**config.mk**
```make
export PLATFORM = sky130hd
export DESIGN_NAME = ppc_port_ctrl
export DESIGN_NICKNAME = d
export VERILOG_FILES = /design/src/rtl/ppc_oc_detect.v /design/src/rtl/ppc_port_ctrl.v
export VERILOG_INCLUDE_DIRS = /design/src /design/src/inc
export SDC_FILE = /design/constraint.sdc
export NUM_CORES = 1
export LEC_CHECK = 0
export BUFFER_PORTS_ARGS = -buffer_cell sky130_fd_sc_hd__buf_2
export CAP_MARGIN = 20
export CORE_MARGIN = 2
export CORE_UTILIZATION = 45
export CTS_BUF_LIST = sky130_fd_sc_hd__clkbuf_8
export CTS_CLUSTER_DIAMETER = 120
export DETAILED_ROUTE_END_ITERATION = 16
export GPL_TIMING_DRIVEN = 0
export SLEW_MARGIN = 10
export SYNTH_ARGS = -nofsm -noshare
export SYNTH_HDL_FRONTEND = slang
export SYNTH_SLANG_ARGS = --single-unit
```
**constraint.sdc**
```tcl
create_clock -name i_clk -period 14.08 [get_ports i_clk]
set_input_delay 1.408 -clock i_clk [delete_from_list [all_inputs] [get_ports i_clk]]
set_output_delay 1.408 -clock i_clk [all_outputs]
set_load 0.01 [all_outputs]
```
**src/inc/ppc_defs.vh**
```
`ifndef PPC_DEFS_VH
`define PPC_DEFS_VH

`define PPC_NPORTS 4
`define PPC_CLK_MHZ 200
// single-pulse assertion time, not printed: plain default in microseconds
`define PPC_T_SINGLE_US 5
// double-pulse rolling window, ms
`define PPC_T_DOUBLE_MS 20
// cycle counts at the core clock, sized to the counter width
`define PPC_SINGLE_CYC 24'h0003E8
`define PPC_DOUBLE_CYC 24'h3D0900
// power-up blanking of the sense input, microseconds
`define PPC_T_BLANK_US 100
`define PPC_BLANK_CYC 24'h004E20
`define PPC_CNT_W 24
`define PPC_CNT_ZERO 24'h000000
`define PPC_CNT_ONE 24'h000001

`endif

```
**src/rtl/ppc_oc_detect.v**
```verilog
`timescale 1ns/1ps
`include "ppc_defs.vh"

module ppc_oc_detect #(
    parameter [`PPC_CNT_W-1:0] SINGLE_CYC = `PPC_SINGLE_CYC,
    parameter [`PPC_CNT_W-1:0] DOUBLE_CYC = `PPC_DOUBLE_CYC,
    parameter [`PPC_CNT_W-1:0] BLANK_CYC = `PPC_BLANK_CYC
) (
    input wire i_clk,
    input wire i_reset,
    input wire i_enable,
    input wire i_sense_n,
    output reg o_fault
);
    reg [`PPC_CNT_W-1:0] blank_reg;
    reg [`PPC_CNT_W-1:0] low_reg;
    reg [`PPC_CNT_W-1:0] win_reg;
    reg prev_low_reg;
    reg armed_reg;
    wire active;
    wire low;
    wire group_start;

    assign active = i_enable && (blank_reg == `PPC_CNT_ZERO);
    assign low = active && !i_sense_n;
    assign group_start = low && !prev_low_reg;

    always @(posedge i_clk or posedge i_reset) begin
        if (i_reset) begin
            blank_reg <= `PPC_CNT_ZERO;
            low_reg <= `PPC_CNT_ZERO;
            win_reg <= `PPC_CNT_ZERO;
            prev_low_reg <= 1'b0;
            armed_reg <= 1'b0;
            o_fault <= 1'b0;
        end else begin
            o_fault <= 1'b0;
            prev_low_reg <= low;
            // blank sense while power comes up
            if (!i_enable) begin
                blank_reg <= BLANK_CYC;
            end else if (blank_reg != `PPC_CNT_ZERO) begin
                blank_reg <= blank_reg - `PPC_CNT_ONE;
            end
            if (low) begin
                if (low_reg == SINGLE_CYC - `PPC_CNT_ONE) begin
                    o_fault <= 1'b1;
                end
                if (low_reg != SINGLE_CYC) begin
                    low_reg <= low_reg + `PPC_CNT_ONE;
                end
            end else begin
                low_reg <= `PPC_CNT_ZERO;
            end
            if (!active) begin
                armed_reg <= 1'b0;
                win_reg <= `PPC_CNT_ZERO;
            end else if (group_start) begin
                if (armed_reg) begin
                    o_fault <= 1'b1;
                    armed_reg <= 1'b0;
                end else begin
                    armed_reg <= 1'b1;
                    win_reg <= DOUBLE_CYC;
                end
            end else if (armed_reg) begin
                if (win_reg == `PPC_CNT_ONE) begin
                    armed_reg <= 1'b0;
                end
                win_reg <= win_reg - `PPC_CNT_ONE;
            end
        end
    end
endmodule

```
**src/rtl/ppc_port_ctrl.v**
```verilog
`timescale 1ns/1ps
`include "ppc_defs.vh"

// How it works
// - combined mode: one pin per port
// - power off drives pin low, pull-up off
// - power on releases pin, pull-up on
// - enabled port pin sampled every cycle
// - long continuous low flags over-current
// - two low groups in window flag fault
// - power-up transients blanked, not faults
// - poly fuse open reads low, same handling
// - ganged mode uses one common pin
// - per-port charge supply indication on pins
// - hub logic or processor controls power
module ppc_port_ctrl (
    input wire i_clk,
    input wire i_reset,
    input wire i_gang_mode,
    input wire i_cpu_select,
    input wire [`PPC_NPORTS-1:0] i_hub_power_on,
    input wire [`PPC_NPORTS-1:0] i_cpu_power_on,
    input wire [`PPC_NPORTS-1:0] i_hub_fault_ack,
    input wire [`PPC_NPORTS-1:0] i_cpu_fault_ack,
    input wire [`PPC_NPORTS-1:0] i_charge_enable_strap,
    input wire [`PPC_NPORTS-1:0] i_port_power_sense_pins_in,
    output reg [`PPC_NPORTS-1:0] o_port_power_sense_pins_out,
    output reg [`PPC_NPORTS-1:0] o_port_power_sense_pins_oe,
    output reg [`PPC_NPORTS-1:0] o_port_pullup_en,
    output reg [`PPC_NPORTS-1:0] o_charge_supply_present,
    output reg [`PPC_NPORTS-1:0] o_overcurrent
);
    reg [`PPC_NPORTS-1:0] sync1_reg;
    reg [`PPC_NPORTS-1:0] sync2_reg;
    reg [`PPC_NPORTS-1:0] strap_reg;
    reg strap_taken_reg;
    reg [`PPC_NPORTS-1:0] strap_sync1_reg;
    reg [`PPC_NPORTS-1:0] strap_sync2_reg;
    reg [1:0] strap_age_reg;
    reg [`PPC_NPORTS-1:0] power_reg;
    wire [`PPC_NPORTS-1:0] req;
    wire [`PPC_NPORTS-1:0] ack;
    wire [`PPC_NPORTS-1:0] fault;
    wire [`PPC_NPORTS-1:0] sense_n;
    wire [`PPC_NPORTS-1:0] det_en;
    reg [`PPC_NPORTS-1:0] power_next;
    reg [`PPC_NPORTS-1:0] oc_next;
    integer k;

    // source select: hub logic or processor
    assign req = i_cpu_select ? i_cpu_power_on : i_hub_power_on;
    assign ack = i_cpu_select ? i_cpu_fault_ack : i_hub_fault_ack;

    // ganged: port 0 pin is the common pin
    assign sense_n = i_gang_mode ? {`PPC_NPORTS{sync2_reg[0]}} : sync2_reg;
    assign det_en = i_gang_mode ? {{(`PPC_NPORTS-1){1'b0}}, power_reg[0]} : power_reg;

    genvar g;
    generate
        for (g = 0; g < `PPC_NPORTS; g = g + 1) begin : det
            ppc_oc_detect u_det (
                .i_clk(i_clk),
                .i_reset(i_reset),
                .i_enable(det_en[g] && o_port_power_sense_pins_oe[g] == 1'b0),
                .i_sense_n(sense_n[g]),
                .o_fault(fault[g])
            );
        end
    endgenerate

    always @* begin
        power_next = req;
        oc_next = o_overcurrent;
        if (i_gang_mode) begin
            power_next = {`PPC_NPORTS{req[0]}};
        end
        for (k = 0; k < `PPC_NPORTS; k = k + 1) begin
            if (ack[k]) begin
                oc_next[k] = 1'b0;
            end
            if (i_gang_mode ? fault[0] : fault[k]) begin
                oc_next[k] = 1'b1;
            end
            if (oc_next[k]) begin
                power_next[k] = 1'b0;
            end
        end
        // ganged ports share one switch: any flag cuts all
        if (i_gang_mode && (oc_next != {`PPC_NPORTS{1'b0}})) begin
            power_next = {`PPC_NPORTS{1'b0}};
        end
    end

    always @(posedge i_clk or posedge i_reset) begin
        if (i_reset) begin
            sync1_reg <= {`PPC_NPORTS{1'b1}};
            sync2_reg <= {`PPC_NPORTS{1'b1}};
            strap_reg <= {`PPC_NPORTS{1'b0}};
            strap_taken_reg <= 1'b0;
            strap_sync1_reg <= {`PPC_NPORTS{1'b0}};
            strap_sync2_reg <= {`PPC_NPORTS{1'b0}};
            strap_age_reg <= 2'h0;
            power_reg <= {`PPC_NPORTS{1'b0}};
            o_overcurrent <= {`PPC_NPORTS{1'b0}};
            o_port_power_sense_pins_out <= {`PPC_NPORTS{1'b0}};
            o_port_power_sense_pins_oe <= {`PPC_NPORTS{1'b1}};
            o_port_pullup_en <= {`PPC_NPORTS{1'b0}};
            o_charge_supply_present <= {`PPC_NPORTS{1'b0}};
        end else begin
            sync1_reg <= i_port_power_sense_pins_in;
            sync2_reg <= sync1_reg;
            // strap is a pin: two flops, then caught once
            strap_sync1_reg <= i_charge_enable_strap;
            strap_sync2_reg <= strap_sync1_reg;
            strap_age_reg <= {strap_age_reg[0], 1'b1};
            if (strap_age_reg[1] && !strap_taken_reg) begin
                strap_reg <= strap_sync2_reg;
                strap_taken_reg <= 1'b1;
            end
            o_charge_supply_present <= strap_reg;
            power_reg <= power_next;
            o_overcurrent <= oc_next;
            o_port_power_sense_pins_out <= {`PPC_NPORTS{1'b0}};
            o_port_power_sense_pins_oe <= ~power_next;
            o_port_pullup_en <= power_next;
        end
    end
endmodule

```
# Word level (Yosys, flattened, before mapping)

Cells that the tools add are included.

Register bits: 339
Bits in latches: 0
Memory bits (writable): 0
ROM bits: 0
Output and inout bits: 20
Logic and storage cells: 213
Memories: 0

Add/subtract/negate cells: 12
Multipliers: 0
Div/mod/pow operators: 0
Magnitude comparators: 0
Eq/ne operators: 28
Shift-type cells: 0
Mux-type cells: 93
Bitwise logic cells: 5
Reduce and logical (&&, ||, !) cells: 40

Operator list:

| kind                                                                      | count |
|---|---|
| 24-bit two-way mux                                                        | 32 |
| 24-bit by 1-bit subtractor with 24-bit output, second input constant      | 8 |
| 24-bit by 1-bit adder with 24-bit output, second input constant           | 4 |
| 24-bit by 1-bit == test with 1-bit output, second input constant          | 4 |
| 24-bit by 10-bit == test with 1-bit output, second input constant         | 4 |
| 24-bit zero test                                                          | 4 |
| 24-bit by 10-bit inequality test with 1-bit output, second input constant | 4 |
| 24-bit nonzero test                                                       | 4 |
| 1-bit two-way mux                                                         | 55 |
| 4-bit two-way mux                                                         | 6 |
| 1-bit logical AND                                                         | 18 |
| 2-bit inequality test, second input constant                              | 8 |
| 3-bit by 2-bit inequality test with 1-bit output, second input constant   | 4 |
| 3-bit inequality test, second input constant                              | 4 |
| 1-bit zero test                                                           | 9 |
| 2-bit AND reduction                                                       | 4 |
| 1-bit inverter                                                            | 4 |
| 4-bit inverter                                                            | 1 |
| 4-bit nonzero test                                                        | 1 |

# Logic depth before layout (Yosys ltp)

Gate-level depths: netlist (run 1).

Depth in word-level cells: 8
Depth in mapped cells: 10
Gate-level depth less buffers: 7

# By module

A second synthesis (run 1) with hierarchy kept.

Cell total of the unflattened synthesis: 1,927
Area, all modules: 18,341.3 sq um

Modules (own cells, without submodules):

| module                           | times used | cells each | area an instance (sq um) |
|---|---|---|---|
| ppc_oc_detect (det[0].u_det ...) | 2          | 461        | 4,224.1 |
| ppc_oc_detect (det[2].u_det)     | 1          | 449        | 4,254.1 |
| ppc_oc_detect (det[3].u_det)     | 1          | 457        | 4,227.8 |
| ppc_port_ctrl                    | 1          | 99         | 1,411.4 |

# Worst setup path after synthesis (run 1)

OpenSTA, ideal clock, no wires.

Path kind: input to register
From: input port i_gang_mode
To: register det[3].u_det.win_reg[10]
Library setup time: 0.069 ns
Arrival: 3.360 ns
Setup slack: 10.651 ns
Cell stages on the path: 4
Cell sequence: mux2_2 or3_1 a2111oi_1 a221o_1

Cells in the longest elaborated chain, start to end: 7
Elaborated cells between the ends (all ways): 12

Ends and longest elaborated chain:

| what                                                                       | RTL line           | text |
|---|---|---|
| from (decl)                                                                | ppc_port_ctrl.v:19 | `input wire i_gang_mode,` |
| 4-bit two-way mux                                                          | ppc_port_ctrl.v:56 | `` assign det_en = i_gang_mode ? {{(`PPC_NPORTS-1){1'b0}}, power_reg[0]} : power_reg; `` |
| 1-bit logical AND                                                          | ppc_port_ctrl.v:64 | `.i_enable(det_en[g] && o_port_power_sense_pins_oe[g] == 1'b0),` |
| 1-bit logical AND                                                          | ppc_oc_detect.v:24 | `` assign active = i_enable && (blank_reg == `PPC_CNT_ZERO); `` |
| 1-bit logical AND                                                          | ppc_oc_detect.v:25 | `assign low = active && !i_sense_n;` |
| 1-bit logical AND                                                          | ppc_oc_detect.v:26 | `assign group_start = low && !prev_low_reg;` |
| 3-bit inequality test (no source line), or another cell as far along       | n/a                |  |
| 2-bit AND reduction (no source line) or 24-bit two-way mux (tied branches) | n/a                |  |
| to (signal assigned)                                                       | ppc_oc_detect.v:32 | `` win_reg <= `PPC_CNT_ZERO; `` |
| to (signal assigned)                                                       | ppc_oc_detect.v:57 | `` win_reg <= `PPC_CNT_ZERO; `` |
| to (signal assigned)                                                       | ppc_oc_detect.v:70 | `` win_reg <= win_reg - `PPC_CNT_ONE; `` |
| to (decl)                                                                  | ppc_oc_detect.v:17 | `` reg [`PPC_CNT_W-1:0] win_reg; `` |

Parallel ways exist; a longest one is shown, timed or not.
A chain may end at the register's enable or synchronous reset.

# Final worst setup path (run 1)

From: input port i_gang_mode
To: register det[2].u_det.low_reg[0]

Cells in the longest elaborated chain, start to end: 5
Elaborated cells between the ends (all ways): 8

Ends and longest elaborated chain:

| what                                                                         | RTL line           | text |
|---|---|---|
| 4-bit two-way mux                                                            | ppc_port_ctrl.v:56 |  |
| 1-bit logical AND                                                            | ppc_port_ctrl.v:64 |  |
| 1-bit logical AND                                                            | ppc_oc_detect.v:24 |  |
| 1-bit logical AND *                                                          | ppc_oc_detect.v:25 |  |
| 2-bit inequality test (no source line) or 24-bit two-way mux (tied branches) | n/a                |  |
| to (signal assigned)                                                         | ppc_oc_detect.v:31 | `` low_reg <= `PPC_CNT_ZERO; `` |
| to (signal assigned)                                                         | ppc_oc_detect.v:50 | `` low_reg <= low_reg + `PPC_CNT_ONE; `` |
| to (signal assigned)                                                         | ppc_oc_detect.v:53 | `` low_reg <= `PPC_CNT_ZERO; `` |
| to (decl)                                                                    | ppc_oc_detect.v:16 | `` reg [`PPC_CNT_W-1:0] low_reg; `` |

Mark *: on every way between the ends. The rest lies on a longest branch, timed or not.

==> results.json, run 1 <==
{
  "status": "complete, no violations",
  "grt_pass1_vias": 14819,
  "tightest_slew_ns": 1.083,
  "htreeDepth": 2,
  "leakage_nw": 8.158,
  "synth_seq_cells": 339,
  "drc": 0,
  "grt_usage_pct": 21.19,
  "clk_pin_slew_ns": 0.06,
  "slew_viol_final": 0,
  "path_delay_family": "simple AND/OR/NAND/NOR gates",
  "dpl.hpwl_mm": 28.86,
  "hold_viol": 0,
  "coreArea_mm2": 0.03964,
  "worstPathRequired_ns": 14.65,
  "wl_per_cell_um": 16.51,
  "internal_power_mw": 1.600,
  "final_common_cell": "dfrtp_1",
  "n_antenna_cell": 0,
  "p_sw_share_pct": 25.02,
  "syn-cell-area_mm2": 0.01799,
  "seqPwrFrac_pct": 47.0,
  "ys_warn_count": 0,
  "drt_iter0_markers": 940,
  "hp-class": "flip-flop to flip-flop",
  "cts_resized": 0,
  "cts_sinks": 339,
  "fmax_mhz": 277.4,
  "via_per_inst": 5.757,
  "finalSetupViolations": 0,
  "p_per_area_mw_per_mm2": 105.0,
  "yosysUniqueCellTypes": 71,
  "grt_max_degree": 107,
  "cts_root_buf": "clkbuf_8",
  "grt_overflow": 0,
  "path_max_fanout": 10,
  "cts_tree": "done",
  "die_w_um": 204.0,
  "netlist_instances": 1944,
  "finalCritPeriodShare_pct": 25.61,
  "numCtsBuffers": 61,
  "vdd_ir_drop_max_uv": 70.52,
  "dr.pass1.iters": 5,
  "antenna_left": 0,
  "cp.arrival_ns": 4.17,
  "worst_clock_skew_ns": 0.02131,
  "crit_top_cell": "clkbuf_1",
  "avgSynthCellArea_um2": 9.255,
  "die_h_um": 204.0,
  "io_pins": 48,
  "ys.flop_type": "dfrtp_1",
  "ys_async_sr_fraction_pct": 100.0,
  "yosysSeqAreaShare_pct": 47.23,
  "clock_power_share_pct": 46.5,
  "switchingPower_uw": 533.9,
  "rsz0062_at_grt": "no",
  "max_stage_delay_ns": 0.55,
  "initial_core_util_pct": 45.39,
  "synth_edf_count": 0,
  "drive_gt1_share_pct": 10.10,
  "crit_path_end_kind": "flip-flop",
  "grt_pass1_wl_mm": 73.82,
  "portBuffers": 42,
  "worstPathCellList": "buf_2, buf_1, nor3b_1, nand4_1, or2_2, clkbuf_1, clkbuf_1, nor2_1",
  "cpMaxStageDelayCell": "nand4_1",
  "n_fill_cell": 3692,
  "fin_total_pwr_mw": 2.134,
  "relSlewSlack_pct": 27.66,
  "antenna_found_initial": 0,
  "fp.dieArea_mm2": 0.04160,
  "cts_buffer_depth": 3,
  "combPwrFrac_pct": 6.5,
  "nets": 2110,
  "critical_path.n_buffers_inverters": 4,
  "drt_wl_total_mm": 43.48,
  "dp_cells": 2519,
  "clkLatencyLatePin_ns": 0.65,
  "place.gp.congestion": 0.8566,
  "cts_hold_buf": 0,
  "path_class": "primary input to flip-flop",
  "mostFrequentLayoutCells": "dfrtp_1 (327), nor2_1 (242), nand2_1 (118), a21oi_1 (96), nor3_1 (94)",
  "worstSetupStartpointType": "primary input",
  "rows": 73,
  "post-cts-setup-buffer-count": 0,
  "dr_total_vias": 15164,
  "fin_crit_ns": 3.605,
  "max-cap-violations": 0,
  "stdcell_count": 2634,
  "area_delta_synth_final_pct": 12.96
}
==> per-stage QoR <==
stage               utilization (%)  hold slack [ns]  area (um^2)  setup WS (ns)  setup TNS [ns]
floorplan                         -           0.3312        18000          3.297               0
global placement              47.60           0.3333        18870        -0.8305         -260.93
detailed placement            47.88           0.3387        18980          9.827               0
CTS                           51.26           0.3507        20320          10.51               0
global route                  51.27           0.3563        20320          10.34               0
finish                        51.27           0.3492        20320          10.47               0
==> Yosys cell counts, drive strengths merged (26+ instances only) <==
library cell / number / area share, %
nor3: 94 / 2.6
clkbuf: 87 / 1.8
nor2: 242 / 5.0
or3: 62 / 2.2
or4: 45 / 1.9
xnor2: 76 / 3.7
nor4: 71 / 2.5
nor2b: 26 / 0.90
xor2: 52 / 2.5
dfrtp: 327 / 45
o21ai: 69 / 1.9
nand3: 93 / 2.6
inv: 55 / 1.1
a21oi: 96 / 2.7
nand2: 118 / 2.5
nand4: 48 / 1.7
==> routing by layer <==
layer,GRT usage [%],vias to the layer above,routed length (um)
li1,-,7357,-
met1,29.70,7452,20750
met2,33.76,280,20070
met3,3.842,75,1843
met4,5.875,0,812
met5,0,-,0
==> cell type report <==
type	instances	area, um^2	area share [%]
Clock buffer	84	1156	5.689
Multi-Input combinational cell	1455	8901	43.80
Timing Repair Buffer	48	307.8	1.515
Clock inverter	30	181.4	0.8927
Inverter	56	217.7	1.071
Buffer	97	404.1	1.989
Tap cell	525	656.9	3.232
Sequential cell	339	8498	41.82
==> power by group through the flow <==
stage | clock network (mW) | logic (mW) | registers [mW]
after CTS | 1.03 | 0.141 | 1.00
after floorplan | 0 | 0.0945 | 1.02
after global placement | 0 | 0.135 | 1.02
after global routing | 1.07 | 0.158 | 1.00
after detailed placement | 0 | 0.141 | 1.02
final | 0.991 | 0.139 | 1.00
==> final timing paths <==
check                                                start                        end  slack (ns)  depth (start not counted)
worst max-delay path                           i_gang_mode    det[2].u_det.low_reg[0]       10.47                          8
worst min-delay path                    strap_sync1_reg[2]         strap_sync2_reg[2]        0.35                          0
worst max register to register  det[2].u_det.blank_reg[15]    det[2].u_det.low_reg[0]       10.79                          7
worst min register to register          strap_sync1_reg[2]         strap_sync2_reg[2]        0.35                          0
max in group asynchronous                          i_reset   det[1].u_det.win_reg[22]       12.04                          4
min in group asynchronous                          i_reset  det[3].u_det.blank_reg[3]        0.74                          2
==> logic make-up after synthesis <==
| family | Yosys count | share of synthesized area (%) |
|---|---|---|
| muxes | 40 | 2.337 |
| AOI/OAI and AO/OA | 337 | 12.20 |
| adders and majority gates | 24 | 1.669 |
| DFF | 339 | 47.23 |
| other | 2 | 0.04174 |
| xor gates and xnor gates | 128 | 6.231 |
| and+or+nand+nor | 921 | 26.88 |
| buffers and inverters | 153 | 3.414 |
==> worst reg2reg max path, delay by kind of cell (launching register included) <==
kind / cells / cell delay, ns
and+or+nand+nor: 5 / 2.32
DFF: 1 / 0.41
buffers and inverters: 2 / 0.49
Power figures use the tool's default switching activity.
==> run 2: changes to the inputs <==
==> constraint.sdc (replaced) <==
create_clock -name i_clk -period 3.1 [get_ports i_clk]
set_input_delay 0.31 -clock i_clk [delete_from_list [all_inputs] [get_ports i_clk]]
set_output_delay 0.31 -clock i_clk [all_outputs]
set_load 0.01 [all_outputs]
==> run 2 against run 1 <==
Core utilization up 0.56 points. Non-clock buffer count increased by 25. Sequential power grew to 4.6 times the previous value. First-iteration DRC count increased by 8.5%. Cell count increased by 0.65%. Hold slack got worse by 0.26 ns.
==> results.json, run 2 (same netlist as run 1, synthesis figures left out) <==
{
  "status": "complete, no violations",
  "io_pins": 48,
  "clkLatencyLatePin_ns": 0.65,
  "cp.arrival_ns": 3.51,
  "antenna_left": 0,
  "vdd_ir_drop_max_uv": 281.0,
  "finalCritPeriodShare_pct": 94.88,
  "n_fill_cell": 3677,
  "hp-class": "primary input to flip-flop",
  "initial_core_util_pct": 45.39,
  "rows": 73,
  "worstSetupStartpointType": "flip-flop",
  "slew_viol_final": 0,
  "portBuffers": 42,
  "relSlewSlack_pct": 25.93,
  "p_per_area_mw_per_mm2": 451.1,
  "cts_buffer_depth": 3,
  "drt_wl_total_mm": 43.54,
  "drt_iter0_markers": 1020,
  "ff_latch_area_mm2": 0.008498,
  "die_w_um": 204.0,
  "fin_crit_ns": 2.941,
  "fin_ws_ns": 0.1586,
  "grt_usage_pct": 21.33,
  "worstRegToRegCells": 8,
  "fin_tns_setup_ns": 0,
  "worstPathRequired_ns": 3.67,
  "antenna_found_initial": 0,
  "final_common_cell": "dfrtp_1",
  "multi_input_area_mm2": 0.008969,
  "n_antenna_cell": 0,
  "fp.dieArea_mm2": 0.04160,
  "cts_sinks": 339,
  "p_sw_share_pct": 25.58,
  "dr.pass1.iters": 7,
  "nets": 2132,
  "die_h_um": 204.0,
  "finalSetupViolations": 0,
  "path_class": "flip-flop to flip-flop",
  "hold_viol": 0,
  "cts_root_buf": "clkbuf_8",
  "tightest_slew_ns": 1.101,
  "area_delta_synth_final_pct": 14.19,
  "coreArea_mm2": 0.03964,
  "crit_path_end_kind": "flip-flop",
  "min_path_cells": 4,
  "dpl_worst_slack_ns": -0.4325,
  "cts_tree": "done",
  "numCtsBuffers": 58,
  "combPwrFrac_pct": 7.3,
  "seqPwrFrac_pct": 49.2,
  "worst_clock_skew_ns": 0.01665,
  "switchingPower_mw": 2.371,
  "rsz0062_at_grt": "no",
  "grt_pass1_vias": 14607,
  "max-cap-violations": 0,
  "dr_total_vias": 15185,
  "wl_per_cell_um": 16.42,
  "place.gp.congestion": 0.8564,
  "clock_power_share_pct": 43.6,
  "grt_pass1_wl_mm": 73.95,
  "via_per_inst": 5.728,
  "mostFrequentLayoutCells": "dfrtp_1 (327), nor2_1 (242), nand2_1 (118), a21oi_1 (96), nand3_1 (93)",
  "leakage_nw": 8.250,
  "htreeDepth": 2,
  "drive_gt1_share_pct": 10.63,
  "drc": 0,
  "dpl.hpwl_mm": 29.24,
  "clk_pin_slew_ns": 0.06,
  "internal_power_mw": 6.897,
  "grt_overflow": 0,
  "grt_max_degree": 39,
  "path_max_fanout": 10,
  "fmax_mhz": 340.0
}
[run 2: changes by cell type in the layout (fill, tap and decap cells not counted), moves of 4 or more]
| cell | change |
|---|---|
| nor4_1 | -4 |
| clkbuf_8 | -9 |
| buf_12 | +8 |
| buf_4 | +7 |
| clkinv_2 | -4 |
| inv_1 | +5 |
| dlygate4sd3_1 | +12 |
[run 2: power groups by stage]
stage,clock network (mW),logic [mW],registers [mW]
after global routing,4.39,0.759,4.56
after floorplan,0,0.430,4.63
after CTS,4.21,0.677,4.55
after detailed placement,0,0.662,4.63
final,4.04,0.672,4.56
after global placement,0,0.614,4.64
[run 2: routing by layer]
metal | wire length [um] | vias up | global-route usage [%] | share of wire (%)
met5 | 0 | - | 0 | 0
met4 | 978 | 0 | 6.651 | 2.2
met3 | 2277 | 71 | 3.731 | 5.2
met2 | 19910 | 364 | 33.27 | 46
met1 | 20370 | 7353 | 30.33 | 47
li1 | - | 7397 | - | -
[run 2: final cells by class]
class                      count  share of cell area, %
buffer                        95                  1.931
clock buffer                  75                  5.024
clock inverter                31                 0.6699
inverter                      56                  1.041
multi-input combinational   1455                  43.65
sequential                   339                  41.36
tap                          525                  3.197
timing repair buffer          75                  3.118
[run 2: final timing paths]
kind / start / to / slack (ns)
setup / recovery: det[1].u_det.blank_reg[6] / det[1].u_det.low_reg[17] / 0.16
min in group asynchronous: i_reset / det[1].u_det.win_reg[2] / 0.28
hold / removal: i_cpu_power_on[3] / power_reg[3] / 0.09
hold reg to reg: strap_sync1_reg[0] / strap_sync2_reg[0] / 0.35
setup reg to reg: det[1].u_det.blank_reg[6] / det[1].u_det.low_reg[17] / 0.16
max in group asynchronous: i_reset / sync1_reg[2] / 1.60
[run 2: through the flow]
| stage | utilization [%] | cells | hold WS [ns] | area [um^2] | total power [mW] |
|---|---|---|---|---|---|
| floorplan | - | 1947 | 0.3145 | 18010 | 5.056 |
| global placement | 47.61 | 2514 | 0.3344 | 18870 | 5.249 |
| detailed placement | 48.29 | 2528 | 0.3364 | 19140 | 5.293 |
| CTS | 51.63 | 2648 | 0.03545 | 20470 | 9.438 |
| finish | 51.83 | 2651 | 0.09129 | 20540 | 9.268 |
| global route | 51.83 | 2651 | 0.08014 | 20540 | 9.712 |
[run 2: worst max-delay path, cell delays in order (launching register included)]
cell and delay (ns):
dfrtp_1 0.40, or4_1 0.64, or3_1 0.38, buf_2 0.18
or4_4 0.60, or2_1 0.26, buf_6 0.14, buf_6 0.14
nor2_1 0.11
[run 2: timing repair]
item                                    4_1_cts  5_1_grt
buffers inserted                              3        4
endpoints found under the setup margin       98      102
endpoints found under the hold margin        33        0
gates cloned                                  0        0
pin swaps                                     2        1
gates resized for setup                       3       11
hold buffers                                 12        0
==> run 3: changes to the inputs <==
--- a/config.mk
+++ b/config.mk
@@ -6,6 +6,7 @@
 export SDC_FILE = /design/constraint.sdc
 export NUM_CORES = 1
 export LEC_CHECK = 0
+export ABC_AREA = 1
 export BUFFER_PORTS_ARGS = -buffer_cell sky130_fd_sc_hd__buf_2
 export CAP_MARGIN = 20
 export CORE_MARGIN = 2
==> run 3 against run 2 <==
Cell count is 21% higher. Sequential cell count stayed put. Non-clock buffer count is 70 lower. Wire length is 1.4% lower. Count of clock-buffer cells in the layout is 4 higher. Highest routed layer unchanged.
==> results.json, run 3 <==
{
  "worstPathRequired_ns": 3.58,
  "yosysSeqAreaShare_pct": 44.61,
  "p_per_area_mw_per_mm2": 441.5,
  "dr_total_vias": 16321,
  "io_pins": 48,
  "grt_max_degree": 39,
  "hp-class": "primary input to flip-flop",
  "ys.flop_type": "dfrtp_1",
  "cts_tree": "done",
  "drc": 0,
  "htreeDepth": 2,
  "yosys.area.top_type_share_pct": 42.96,
  "worstSetupStartpointType": "flip-flop",
  "hold_viol": 0,
  "mostFrequentLayoutCells": "nand2_1 (470), nor2_1 (401), inv_1 (381), dfrtp_1 (327), nand3_1 (159)",
  "final_cell_area_mm2": 0.02155,
  "r2r_slack_ns": 0.85,
  "dpl.hpwl_mm": 30.90,
  "syn-cell-area_mm2": 0.01905,
  "cp.arrival_ns": 2.73,
  "status": "complete, no violations",
  "finalSetupViolations": 0,
  "cts_root_buf": "clkbuf_8",
  "yosysUniqueCellTypes": 60,
  "rsz0062_at_grt": "no",
  "ys_warn_count": 0,
  "antenna_found_initial": 0,
  "worstPathCellList": "inv_1, ha_1, nand3_1, nor2_4, nand4_4, nor2_4, inv_2, buf_4, o31ai_1",
  "via_per_inst": 5.073,
  "path_class": "flip-flop to flip-flop",
  "nets": 2681,
  "n_fill_cell": 4115,
  "yosysMostFrequentCell": "nand2_1",
  "netlist_instances": 2500,
  "drt_wl_total_mm": 42.94,
  "rows": 75,
  "worst_clock_skew_ns": 0.02584,
  "fmax_mhz": 445.2,
  "relSlewSlack_pct": 45.09,
  "path_max_fanout": 10,
  "worstRegToRegCells": 9,
  "dr.pass1.iters": 5,
  "wl_per_cell_um": 13.35,
  "antenna_left": 0,
  "synth_edf_count": 0,
  "tightest_slew_ns": 0.8219,
  "die_w_um": 209.8,
  "drt_iter0_markers": 931,
  "initial_core_util_pct": 45.52,
  "cts_sinks": 339,
  "ys_async_sr_fraction_pct": 100.0,
  "min_path_cells": 4,
  "numCtsBuffers": 59,
  "place.gp.congestion": 0.8676,
  "finalCritPeriodShare_pct": 72.46,
  "grt_usage_pct": 20.15,
  "fin_total_pwr_mw": 9.515,
  "vdd_ir_drop_max_uv": 348.3,
  "max_stage_delay_ns": 0.46,
  "synth.area.top_cells": "dfrtp_1 (43%), nand2_1 (9.3%), nor2_1 (7.9%), inv_1 (7.1%), nand3_1 (4.2%)",
  "min_to": "o_port_power_sense_pins_oe[0]",
  "yosys-top-cells-count": "nand2_1 (470), nor2_1 (401), inv_1 (362), dfrtp_1 (327), nand3_1 (159)",
  "place_area_mm2": 0.02013,
  "r2r_end": "det[2].u_det.o_fault",
  "crit_top_cell": "nor2_4",
  "final_common_cell": "nand2_1",
  "portBuffers": 42,
  "min_from": "i_hub_power_on[0]",
  "drive_gt1_share_pct": 11.87,
  "area_delta_synth_final_pct": 13.15,
  "grt_pass1_vias": 15875,
  "clkLatencyLatePin_ns": 0.66,
  "cpMaxStageDelayCell": "o31ai_1",
  "crit_path_end_kind": "flip-flop",
  "yosysTopAreaCell": "dfrtp_1",
  "leakage_nw": 10.88,
  "synth_seq_cells": 339,
  "max-cap-violations": 0,
  "coreArea_mm2": 0.04185,
  "avgSynthCellArea_um2": 7.620,
  "grt_pass1_wl_mm": 74.42,
  "die_h_um": 209.8,
  "n_antenna_cell": 0,
  "slew_viol_final": 0,
  "grt_overflow": 0,
  "clk_pin_slew_ns": 0.06,
  "r2r_start": "det[2].u_det.blank_reg[0]",
  "fin_crit_ns": 2.246,
  "fp.dieArea_mm2": 0.04400,
  "cts_buffer_depth": 3
}
[run 3: routing by layer]
| layer | vias to the layer above | routed length (um) | share of wire (%) | global-route usage (%) |
|---|---|---|---|---|
| li1 | 8356 | - | - | - |
| met4 | 0 | 1031 | 2.4 | 6.774 |
| met5 | - | 0 | 0 | 0 |
| met1 | 7652 | 20680 | 48 | 27.69 |
| met2 | 243 | 19670 | 46 | 32.75 |
| met3 | 70 | 1551 | 3.6 | 2.993 |
[run 3: worst max path at each step]
stage	to	depth (start not counted)	start	slack, ns
2_1_floorplan	det[0].u_det.armed_reg	1	i_reset	-1.73
5_1_grt	det[2].u_det.o_fault	9	det[2].u_det.blank_reg[0]	0.58
3_5_place_dp	det[2].u_det.o_fault	10	i_gang_mode	0.66
4_1_cts	det[2].u_det.o_fault	9	det[2].u_det.blank_reg[0]	0.72
3_3_place_gp	strap_reg[3]	2	i_reset	-4.01
6_report	det[2].u_det.o_fault	9	det[2].u_det.blank_reg[0]	0.85
[run 3: cell families after synthesis]
group           Yosys count  synth area share [%]
compound gates          390                 11.90
xor+xnor                 54                 2.483
fa+ha+maj                24                 1.576
buf+inv                 411                 8.775
flops                   339                 44.61
mux                       5                0.2890
other cells               2               0.03942
simple gates           1275                 30.33
[run 3: worst max-delay path, delay by kind of cell (launching register included)]
kind,cells,cell delay (ns)
AOI/OAI and AO/OA,1,0.46
adders and majority gates,1,0.20
buffers and inverters,3,0.38
DFF,1,0.38
and+or+nand+nor,4,0.64
[run 3: what timing repair did]
| item | 4_1_cts | 5_1_grt |
|---|---|---|
| hold buffers | 14 | 0 |
| buffers inserted | 0 | 0 |
| hold endpoints to repair | 40 | 0 |
| gates resized for setup | 0 | 0 |
[run 3: metrics by stage]
stage | setup TNS, ns | instances | hold slack, ns | utilization [%] | setup WS [ns]
2_1_floorplan | -572.67 | 2503 | 0.3145 | - | -1.733
4_1_cts | 0 | 3217 | 0.004445 | 51.50 | 0.7210
3_5_place_dp | 0 | 3093 | 0.3371 | 48.10 | 0.6583
5_1_grt | 0 | 3217 | 0.05486 | 51.50 | 0.5765
6_report | 0 | 3217 | 0.05667 | 51.50 | 0.8539
3_3_place_gp | -1322.78 | 3084 | 0.3324 | 47.67 | -4.013
[run 3: cell type report]
| class | instances | area (um^2) | area share [%] |
|---|---|---|---|
| Multi-Input combinational cell | 1753 | 8891 | 41.25 |
| Sequential cell | 339 | 8498 | 39.43 |
| Inverter | 376 | 1418 | 6.577 |
| Clock buffer | 79 | 1087 | 5.044 |
| Tap cell | 539 | 674.4 | 3.129 |
| Timing Repair Buffer | 65 | 530.5 | 2.461 |
| Buffer | 35 | 257.7 | 1.196 |
| Clock inverter | 31 | 197.7 | 0.9172 |
[run 3: report_power, final]
group          internal [mW]  leakage, nW  switching, mW
Combinational          0.190         5.62          0.396
Sequential              4.52         4.53         0.0507
Clock                   2.44        0.735           1.91
